### config.mk
export PLATFORM = sky130hd
export DESIGN_NAME = ambient_led_dimming_ctrl
export DESIGN_NICKNAME = d
export VERILOG_FILES = /design/src/hw/led_dim_pkg.sv /design/src/hw/pwm_step_gen.sv /design/src/hw/ambient_led_dimming_ctrl.sv
export SDC_FILE = /design/constraint.sdc
export NUM_CORES = 1
export LEC_CHECK = 0
export ABC_AREA = 1
export BUFFER_PORTS_ARGS = -buffer_cell sky130_fd_sc_hd__buf_2
export CAP_MARGIN = 20
export CORE_UTILIZATION = 50
export CTS_BUF_LIST = sky130_fd_sc_hd__clkbuf_8
export CTS_CLUSTER_DIAMETER = 50
export DETAILED_ROUTE_END_ITERATION = 10
export HOLD_SLACK_MARGIN = 0.12
export PLACE_DENSITY = 0.66
export SYNTH_ARGS = -nofsm -noshare
export SYNTH_HDL_FRONTEND = slang
export SYNTH_SLANG_ARGS = --single-unit
### constraint.sdc
create_clock -name clk -period 4.5 [get_ports clk]
set_input_delay 0.45 -clock clk [delete_from_list [all_inputs] [get_ports clk]]
set_output_delay 0.45 -clock clk [all_outputs]
set_load 0.02 [all_outputs]
### src/hw/led_dim_pkg.sv
package led_dim_pkg;

  // Number of duty slots and width of one duty code.
  localparam int SLOT_COUNT   = 8;
  localparam int SLOT_IDX_W   = 3;
  localparam int DUTY_W       = 6;
  localparam int BYTE_W       = 8;
  localparam int PWM_STEP_W   = 6;

  // Serial byte routing: bit 7 of the first byte marks a duty transfer.
  localparam int TYPE_BIT     = 7;

  // First configuration byte field positions.
  localparam int CFG1_SENSOR_DISABLE = 6;
  localparam int CFG1_MANUAL_HI      = 5;
  localparam int CFG1_MANUAL_LO      = 3;
  localparam int CFG1_SLEEP          = 2;
  localparam int CFG1_FREEZE         = 1;
  localparam int CFG1_REVERSAL       = 0;

  // Second configuration byte field positions.
  localparam int CFG2_FEEDBACK       = 6;
  localparam int CFG2_POLARITY       = 5;
  localparam int CFG2_STRING_1       = 4;
  localparam int CFG2_STRING_2       = 3;
  localparam int CFG2_STRING_3       = 2;
  localparam int CFG2_SCALE_HI       = 1;
  localparam int CFG2_SCALE_LO       = 0;

  // Values after reset.
  localparam logic [7:0] CFG_RESET  = 8'h00;
  localparam logic [5:0] DUTY_RESET = 6'h00;
  localparam logic [2:0] SLOT_FIRST = 3'h0;
  localparam logic [2:0] SLOT_LAST  = 3'h7;

  // Interval exponents: sample 2^(17+N), PWM step 2^(3+N) oscillator cycles.
  localparam int SAMPLE_EXP_BASE = 17;
  localparam int PWM_EXP_BASE    = 3;
  localparam int SAMPLE_CNT_W    = 24;
  localparam int PRESCALE_W      = 8;

  // Byte counter saturates one past the last slot so later bytes drop.
  localparam logic [3:0] BYTE_CNT_MAX = 4'h9;

endpackage

### src/hw/pwm_step_gen.sv
`timescale 1ns/1ps
// Sixty-four step PWM generator with a power-of-two step prescaler.
module pwm_step_gen #(
  parameter int EXP_BASE = 3
) (
  input  wire logic                         clk,
  input  wire logic                         rst,
  input  wire logic                         run,
  input  wire logic [1:0]                   scale,
  input  wire logic [led_dim_pkg::DUTY_W-1:0] duty,
  output logic                              pwmOut
);
  import led_dim_pkg::*;

  logic [PRESCALE_W-1:0] preCnt_q;   // Oscillator cycles within one step.
  logic [PRESCALE_W-1:0] preLast;    // Last prescaler count for this scale.
  logic [PWM_STEP_W-1:0] step_q;     // Current step of the 64-step period.
  logic                  stepTick;   // Advance the step counter.

  // The step clock is the oscillator divided by 2^(base+N).
  assign preLast  = PRESCALE_W'((32'd1 << (EXP_BASE + 32'(scale))) - 32'd1);
  assign stepTick = (preCnt_q >= preLast);

  // Prescaler; held at zero when the oscillator is stopped.
  always_ff @(posedge clk) begin
    if (rst || !run) begin
      preCnt_q <= '0;
    end else if (stepTick) begin
      preCnt_q <= '0;
    end else begin
      preCnt_q <= preCnt_q + 1'b1;
    end
  end

  // Step counter wraps naturally after 64 steps.
  always_ff @(posedge clk) begin
    if (rst || !run) begin
      step_q <= '0;
    end else if (stepTick) begin
      step_q <= step_q + 1'b1;
    end
  end

  // Code zero is off; code k is high for steps 0..k, which is k+1 steps.
  always_ff @(posedge clk) begin
    if (rst || !run) begin
      pwmOut <= 1'b0;
    end else begin
      pwmOut <= (duty != '0) && (step_q <= duty);
    end
  end

endmodule

### src/hw/ambient_led_dimming_ctrl.sv
// Functional notes
// - Sensor level picks one of eight duty slots.
// - Sample refresh periodic, period from scale field.
// - Freeze bit keeps current slot selection.
// - Code 0 off; code k gives k+1/64.
// - Reversal bit mirrors sensor-to-slot mapping.
// - MSB first, sample on shift rise, commit on request.
// - First then second config byte; single means first.
// - Duty bytes load slots 0..7; ninth onward dropped.
// - First config byte field layout.
// - Second config byte field layout.
// - Request high: device shifts out one-hot selected slot.
// - Sensor disable selects slot from manual level.
// - Sleep stops oscillator, sensor supply; slots kept.
// - Reset slot 0; sleep exit restarts 0 or 7.
// - Sample interval 2^(17+N) oscillator cycles.
// - PWM step clock oscillator over 2^(3+N).
// - String enables drive switches; polarity flips all.
// - Lowest enabled feedback input active; none gives 1.
// - Active-low reset clears config and all slots.
`timescale 1ns/1ps
module ambient_led_dimming_ctrl #(
  parameter int SAMPLE_EXP = led_dim_pkg::SAMPLE_EXP_BASE,
  parameter int PWM_EXP    = led_dim_pkg::PWM_EXP_BASE
) (
  input  wire logic                              clk,
  input  wire logic                              rst,
  input  wire logic                              activeLowResetN,
  input  wire logic                              shiftClk,
  input  wire logic                              requestLine,
  input  wire logic                              serialDataIn,
  output logic                                   serialDataOut,
  output logic                                   serialDataOeN,
  input  wire logic [led_dim_pkg::SLOT_IDX_W-1:0] ambientSenseInput,
  output logic                                   pwmOut,
  output logic [2:0]                             stringSwitchOutputs,
  output logic [2:0]                             feedbackInputs,
  output logic                                   feedbackFlag,
  output logic                                   sensorSupplyEn,
  output logic                                   oscRunning,
  output logic [led_dim_pkg::SLOT_IDX_W-1:0]     selectedSlot
);
  import led_dim_pkg::*;

  // Two-stage synchronisers for every pin that is not on clk.
  logic                  pinRstN_q1, pinRstN_q2;
  logic                  sck_q1, sck_q2, sck_q3;
  logic                  req_q1, req_q2, req_q3;
  logic                  din_q1, din_q2;
  logic [SLOT_IDX_W-1:0] sense_q1, sense_q2;

  logic                  coreRst;     // Pin reset or system reset.
  logic                  sckRise;     // Shift clock rising edge.
  logic                  sckFall;     // Shift clock falling edge.
  logic                  reqRise;     // Request line rising edge.
  logic                  reqFall;     // Request line falling edge.

  // Receive path.
  logic [BYTE_W-1:0]     shift_q;     // Incoming shift register.
  logic [2:0]            bitCnt_q;    // Bits of the current byte.
  logic [3:0]            byteCnt_q;   // Bytes in this write transfer.
  logic [BYTE_W-1:0]     stage_q [SLOT_COUNT]; // Bytes awaiting commit.
  logic [BYTE_W-1:0]     byteDone;    // Byte completed this cycle.

  // Configuration and duty storage.
  logic [BYTE_W-1:0]     cfg1_q;      // First configuration byte.
  logic [BYTE_W-1:0]     cfg2_q;      // Second configuration byte.
  logic [DUTY_W-1:0]     slot_q [SLOT_COUNT]; // Duty slots 0..7.

  // Selection, sampling and readback.
  logic [SLOT_IDX_W-1:0] sel_q;       // Selected duty slot.
  logic [SAMPLE_CNT_W-1:0] sampleCnt_q; // Oscillator cycles in interval.
  logic [SAMPLE_CNT_W-1:0] sampleLast;  // Last count of the interval.
  logic                  sampleTick;  // Interval elapsed.
  logic [BYTE_W-1:0]     readShift_q; // Outgoing one-hot byte.
  logic                  driving_q;   // Data pin turned to output.

  // Decoded fields.
  logic                  sensorOff, sleepOn, freezeOn, reversalOn;
  logic                  polarityOn;
  logic [2:0]            manualLevel, strEn;
  logic [1:0]            scale;
  logic [SLOT_IDX_W-1:0] sensedSlot;

  // Synchronisers; the first stage feeds only the second stage.
  always_ff @(posedge clk) begin
    if (rst) begin
      pinRstN_q1 <= 1'b0;
      pinRstN_q2 <= 1'b0;
      sck_q1     <= 1'b0;
      sck_q2     <= 1'b0;
      sck_q3     <= 1'b0;
      req_q1     <= 1'b0;
      req_q2     <= 1'b0;
      req_q3     <= 1'b0;
      din_q1     <= 1'b0;
      din_q2     <= 1'b0;
      sense_q1   <= '0;
      sense_q2   <= '0;
    end else begin
      pinRstN_q1 <= activeLowResetN;
      pinRstN_q2 <= pinRstN_q1;
      sck_q1     <= shiftClk;
      sck_q2     <= sck_q1;
      sck_q3     <= sck_q2;
      req_q1     <= requestLine;
      req_q2     <= req_q1;
      req_q3     <= req_q2;
      din_q1     <= serialDataIn;
      din_q2     <= din_q1;
      sense_q1   <= ambientSenseInput;
      sense_q2   <= sense_q1;
    end
  end

  // The pin reset is folded in after synchronising; edges look at stage 2+.
  assign coreRst = rst || !pinRstN_q2;
  assign sckRise = sck_q2 && !sck_q3;
  assign sckFall = !sck_q2 && sck_q3;
  assign reqRise = req_q2 && !req_q3;
  assign reqFall = !req_q2 && req_q3;

  // Field decode of both configuration bytes.
  assign sensorOff   = cfg1_q[CFG1_SENSOR_DISABLE];
  assign manualLevel = cfg1_q[CFG1_MANUAL_HI:CFG1_MANUAL_LO];
  assign sleepOn     = cfg1_q[CFG1_SLEEP];
  assign freezeOn    = cfg1_q[CFG1_FREEZE];
  assign reversalOn  = cfg1_q[CFG1_REVERSAL];
  assign feedbackFlag = cfg2_q[CFG2_FEEDBACK];
  assign polarityOn  = cfg2_q[CFG2_POLARITY];
  assign strEn       = {cfg2_q[CFG2_STRING_3], cfg2_q[CFG2_STRING_2],
                        cfg2_q[CFG2_STRING_1]};
  assign scale       = cfg2_q[CFG2_SCALE_HI:CFG2_SCALE_LO];

  // The byte that completes with this rising shift edge, MSB first.
  assign byteDone = {shift_q[BYTE_W-2:0], din_q2};

  // Receive shift register and bit counter; a write only happens while
  // the request line is low, so the readback phase shifts nothing in.
  always_ff @(posedge clk) begin
    if (coreRst || req_q2) begin
      shift_q  <= '0;
      bitCnt_q <= '0;
    end else if (sckRise) begin
      shift_q  <= byteDone;
      bitCnt_q <= bitCnt_q + 1'b1;
    end
  end

  // Byte counter restarts whenever the request line falls.
  always_ff @(posedge clk) begin
    if (coreRst || reqFall) begin
      byteCnt_q <= '0;
    end else if (!req_q2 && sckRise && (bitCnt_q == 3'h7) &&
                 (byteCnt_q != BYTE_CNT_MAX)) begin
      byteCnt_q <= byteCnt_q + 1'b1;
    end
  end

  // Staging: the first eight bytes are kept; later ones are dropped.
  // Staging lets a burst be committed only on the request edge.
  always_ff @(posedge clk) begin
    if (coreRst) begin
      for (int i = 0; i < SLOT_COUNT; i++) begin
        stage_q[i] <= '0;
      end
    end else if (!req_q2 && sckRise && (bitCnt_q == 3'h7) &&
                 (byteCnt_q < 4'(SLOT_COUNT))) begin
      stage_q[byteCnt_q[2:0]] <= byteDone;
    end
  end

  // Commit of configuration bytes on the request rising edge. Bit 7 of
  // the first byte decides the kind of the whole transfer. Bytes three
  // and four are for factory use and, like any later ones, are ignored.
  always_ff @(posedge clk) begin
    if (coreRst) begin
      cfg1_q <= CFG_RESET;
      cfg2_q <= CFG_RESET;
    end else if (reqRise && (byteCnt_q != '0) &&
                 !stage_q[0][TYPE_BIT]) begin
      cfg1_q <= stage_q[0];
      if (byteCnt_q >= 4'h2) begin
        cfg2_q <= stage_q[1];
      end
    end
  end

  // Commit of duty bytes: only slots covered by the burst are loaded.
  // Slots survive sleep; only reset clears them.
  always_ff @(posedge clk) begin
    if (coreRst) begin
      for (int i = 0; i < SLOT_COUNT; i++) begin
        slot_q[i] <= DUTY_RESET;
      end
    end else if (reqRise && (byteCnt_q != '0) &&
                 stage_q[0][TYPE_BIT]) begin
      for (int i = 0; i < SLOT_COUNT; i++) begin
        if (4'(i) < byteCnt_q) begin
          slot_q[i] <= stage_q[i][DUTY_W-1:0];
        end
      end
    end
  end

  // Sample interval is 2^(base+N) oscillator cycles.
  assign sampleLast = SAMPLE_CNT_W'((32'd1 << (SAMPLE_EXP + 32'(scale)))
                                    - 32'd1);
  assign sampleTick = (sampleCnt_q >= sampleLast);

  // Interval counter; halted and cleared while asleep as the oscillator
  // is stopped then.
  always_ff @(posedge clk) begin
    if (coreRst || sleepOn || sampleTick) begin
      sampleCnt_q <= '0;
    end else begin
      sampleCnt_q <= sampleCnt_q + 1'b1;
    end
  end

  // Sensor level mapped through the reversal bit.
  assign sensedSlot = reversalOn ? (SLOT_LAST - sense_q2)
                                 : sense_q2;

  // Slot selection only moves at a sample tick, never continuously.
  // Sleep reinitialises it; the first cycle after wake-up does so again
  // with the mapping then in force, since the waking command may flip it.
  always_ff @(posedge clk) begin
    if (coreRst) begin
      sel_q <= SLOT_FIRST;
    end else if (sleepOn || !oscRunning) begin
      sel_q <= reversalOn ? SLOT_LAST : SLOT_FIRST;
    end else if (sampleTick && !freezeOn) begin
      if (sensorOff) begin
        sel_q <= manualLevel;
      end else begin
        sel_q <= sensedSlot;
      end
    end
  end

  // Readback: the request rise loads the one-hot byte and turns the pin
  // to output; falling shift edges present the next bit, MSB first, so
  // the host samples each bit on its rising edge.
  always_ff @(posedge clk) begin
    if (coreRst || !req_q2) begin
      readShift_q <= '0;
      driving_q   <= 1'b0;
    end else if (reqRise) begin
      readShift_q <= BYTE_W'(1) << sel_q;
      driving_q   <= 1'b1;
    end else if (sckFall) begin
      readShift_q <= {readShift_q[BYTE_W-2:0], 1'b0};
    end
  end

  // Data pin: enable is low while the device drives it.
  always_ff @(posedge clk) begin
    if (coreRst) begin
      serialDataOut <= 1'b0;
      serialDataOeN <= 1'b1;
    end else begin
      serialDataOut <= readShift_q[BYTE_W-1];
      serialDataOeN <= !driving_q;
    end
  end

  // String switches follow the enables, all flipped by the polarity bit.
  always_ff @(posedge clk) begin
    if (coreRst) begin
      stringSwitchOutputs <= '0;
    end else begin
      stringSwitchOutputs <= strEn ^ {3{polarityOn}};
    end
  end

  // Only the lowest-numbered enabled string's feedback input is active;
  // with none enabled, input 1 stays active so regulation never floats.
  always_ff @(posedge clk) begin
    if (coreRst) begin
      feedbackInputs <= 3'h1;
    end else if (strEn[0] || (strEn == 3'h0)) begin
      feedbackInputs <= 3'h1;
    end else if (strEn[1]) begin
      feedbackInputs <= 3'h2;
    end else begin
      feedbackInputs <= 3'h4;
    end
  end

  // Oscillator and sensor supply run whenever the device is awake.
  always_ff @(posedge clk) begin
    if (coreRst) begin
      oscRunning     <= 1'b0;
      sensorSupplyEn <= 1'b0;
      selectedSlot   <= SLOT_FIRST;
    end else begin
      oscRunning     <= !sleepOn;
      sensorSupplyEn <= !sleepOn;
      selectedSlot   <= sel_q;
    end
  end

  // PWM engine driven from the selected slot's code.
  pwm_step_gen #(
    .EXP_BASE (PWM_EXP)
  ) u_pwm (
    .clk    (clk),
    .rst    (coreRst),
    .run    (!sleepOn),
    .scale  (scale),
    .duty   (slot_q[sel_q]),
    .pwmOut (pwmOut)
  );

endmodule

==> flow_summary_export.csv <==
group,metric,value,unit
finish,final_net_count,1142,
clock_network,clk_pin_slew_worst_paths,0.06,ns
setup_path,worstReg2RegEnd,"u_pwm.pwmOut$_SDFF_PP0_",
min_path,hold_path_class,"input pin to flop",
synth,synth_top_family_by_area,"simple AND/OR/NAND/NOR gates",
placed_design,port-buffer-count,23,
setup_path,critPathCaptureType,"flop",
global_routing,grt_pass1_wl,28900,µm
sta,timing_hold_violations_final,0,
drt,via_count,6550,
floorplanning,floorplan.die.width,138,µm
floorplanning,placeableCoreArea,18000,µm²
setup_path,critPathRequiredTime,4.94,ns
setup_path,critical_path_peak_fanout,25,
sta,final.period_utilization,57.2,%
synth,synth_fa_ha_area_share,4.21,%
drt,drt_pass1_iterations,5,
setup_path,rr_worst_depth,12,
clock_network,postCtsSetupBuffers,0,
synth,yosys_warnings,0,
drt,drt-wirelength-per-cell,13.1,µm
min_path,worstHoldPathCells,2,
synth,synth_compound_area_share,8.58,%
clock_network,cts_tree,"done",
flow_run,max_cap_violations,0,
finish,drive_gt1_share,10.2,%
placed_design,dp_hpwl,12700,µm
setup_path,worst-path-buf-inv,2,
sta,finClkSkew,0.0232,ns
finish,antenna_cells_inserted,0,
sta,grt_setup_unrepaired,"no",
drt,post_route_wl,17900,µm
clock_network,tritoncts.num_buffers,38,
synth,synth-simple-area-share,20.9,%
clock_network,max_clock_buf_depth,3,
drt,drt-initial-drc-count,378,
setup_path,timing.critical_path.slowest_stage_cell,"dfxtp_1",
synth,avgSynthCellArea,8.82,µm²
synth,ys_seq_area_share,56.1,%
min_path,whs_endpoint,"din_q1$_SDFF_PP0_",
setup_path,crit_path_cell_trace,"inv_2, o21ai_0, nand3_1, nand2_1, ha_1, inv_1, nor2_1, o21ai_0, nand2_1, o21ai_0, nand2_1, a21oi_1",
synth,netlist-cell-type-count,41,
synth,syn_area,9220,µm²
setup_path,setup.worst_path.class,"flop to flop",
floorplanning,design.portCount,24,
placed_design,gpl.final_weighted_congestion,0.828,
drt,drc_errors,0,
sta,final-setup-viol-count,0,
finish,final_cell_mix,"nor2_1, inv_1, nand2_1, dfxtp_1, edfxtp_1",
setup_path,worstPathArrival,3.01,ns
drt,ant_nets,0,
synth,ys_ff_latch,209,
sta,tns,0,ns
setup_path,critical-path-top-delay-family,"flip-flops",
floorplanning,fp.dieH,138,µm
clock_network,numClockSinks,209,
sta,maxClockFrequency,389,MHz
clock_network,cts_root_buf,"clkbuf_8",
power_and_ir_drop,power,0.00373,W
clock_network,cts_hold_repair.buffers,7,
floorplanning,placementRows,49,
min_path,worst_hold_startpoint,"rst",
power_and_ir_drop,total_leakage_power,4.12,nW
global_routing,maximum_number_of_pins_on_one_net_before_global_route_repair,38,
sta,finalCriticalPeriod,2.57,ns
clock_network,clk_latency,0.53,ns
global_routing,antenna_found_initial,0,
floorplanning,die_area,19000,µm²
clock_network,cts.repair.resized,0,
setup_path,crit_path_start_kind,"flop",
sta,final-max-slew-violation-count,0,
synth,ys.flop_type,"dfxtp_1",
synth,synth_edf_count,99,
setup_path,crit_path_max_incr_delay,0.81,ns
power_and_ir_drop,vdd.ir_drop.worst,0.000279,V
synth,post_synth_xor_area_fraction,2.56,%
finish,mostFrequentLayoutCell,"nor2_1",
drt,vias_per_cell,4.82,
global_routing,global_route.usage.total,19.9,%
sta,tightest_slew,0.834,ns
synth,muxShareOfSynthArea,0,%
global_routing,grt_pass1_vias,5999,
sta,maxSlewHeadroom,43.8,%
floorplanning,initial_core_util,51.2,%
global_routing,globalRouteOverflowTotal,0,
clock_network,cts_htree_levels,2,
synth,synth_cells,1045,
power_and_ir_drop,power_density,362,nW/µm²
finish,areaGrowthSynthToFinish,11.8,%
synth,synth-async-reset-ratio,0,%
status,status,"finished, final reports clean",
setup_path,reg2reg_slack,1.93,ns
[cell usage after synthesis, types with 6 or more instances]
master | instances | area share (%)
a21oi_1 | 65 | 3.5
clkbuf_1 | 6 | 0.24
dfxtp_1 | 110 | 24
edfxtp_1 | 99 | 32
ha_1 | 31 | 4.2
inv_1 | 141 | 5.7
inv_2 | 9 | 0.37
nand2_1 | 126 | 5.1
nand2_2 | 9 | 0.61
nand3_1 | 35 | 1.9
nor2_1 | 245 | 10
nor3_1 | 9 | 0.49
o21ai_0 | 73 | 4.0
xnor2_1 | 11 | 1.0
xor2_1 | 16 | 1.5
[sequential cells by signal (all words and copies together) (netlist names), 3 cells and up, named ones only]
| signal | cells |
|---|---|
| readShift_q | 8 |
| slot_q | 48 |
| stringSwitchOutputs | 3 |
| bitCnt_q | 3 |
| selectedSlot | 3 |
| u_pwm.preCnt_q | 8 |
| sampleCnt_q | 24 |
| byteCnt_q | 4 |
| stage_q | 51 |
| sense_q2 | 3 |
| u_pwm.step_q | 6 |
| feedbackInputs | 3 |
| cfg2_q | 7 |
| sense_q1 | 3 |
| sel_q | 3 |
| shift_q | 7 |
| cfg1_q | 7 |
[worst max path at each step]
stage / cells past startpoint / slack, ns / startpoint / end
CTS: 12 / 1.92 / flop / u_pwm.pwmOut$_SDFF_PP0_
global route: 14 / 1.56 / flop / u_pwm.pwmOut$_SDFF_PP0_
global placement: 6 / 1.98 / rst / stage_q[1][1]$_SDFFCE_PN0P_
finish: 12 / 1.93 / flop / u_pwm.pwmOut$_SDFF_PP0_
floorplan: 8 / 2.33 / byteCnt_q[1]$_SDFFE_PP0P_ / slot_q[5][0]$_SDFFCE_PN0P_
detailed placement: 6 / 1.92 / rst / stage_q[1][4]$_SDFFCE_PN0P_
[power by group]
| group | internal (W) | switching (W) |
|---|---|---|
| Combinational | 0.0000274 | 0.0000592 |
| Clock | 0.000876 | 0.000748 |
| Sequential | 0.00201 | 0.0000111 |
[layer usage]
| metal | up-vias | GRT usage (%) | part of all wire [%] |
|---|---|---|---|
| li1 | 3457 | - | - |
| met1 | 2902 | 26.6 | 47 |
| met2 | 145 | 31.7 | 45 |
| met3 | 46 | 4.08 | 5.3 |
| met4 | 0 | 8.09 | 2.8 |
| met5 | - | 0 | 0 |
[stage by stage]
stage | setup WS, ns | hold slack [ns] | util, % | instances | instance area [µm²]
detailed placement | 1.92 | 0.393 | 52.9 | 1284 | 9540
global placement | 1.98 | 0.392 | 52.9 | 1284 | 9540
finish | 1.93 | 0.305 | 57.2 | 1359 | 10300
CTS | 1.92 | 0.274 | 57.2 | 1359 | 10300
global route | 1.56 | 0.314 | 57.2 | 1359 | 10300
floorplan | 2.33 | 0.367 | - | 1052 | 9250
[cells by family after synthesis]
kind of cell / count (synthesis)
AND/OR/NAND/NOR: 449
flip-flops: 209
buffers and inverters: 176
AO/OA/AOI/OAI: 151
adder cells (fa/ha/maj): 31
XOR/XNOR: 27
other: 2
[area by class of cell]
| type | instances | area, µm² |
|---|---|---|
| timing repair buffer | 30 | 185 |
| clock inverter | 25 | 114 |
| sequential | 209 | 5170 |
| clock buffer | 43 | 592 |
| tap | 229 | 287 |
| multi-input combinational | 667 | 3370 |
| fill | 1630 | 7710 |
| inverter | 156 | 588 |
Note: power is estimated with default switching activity, not from simulation.
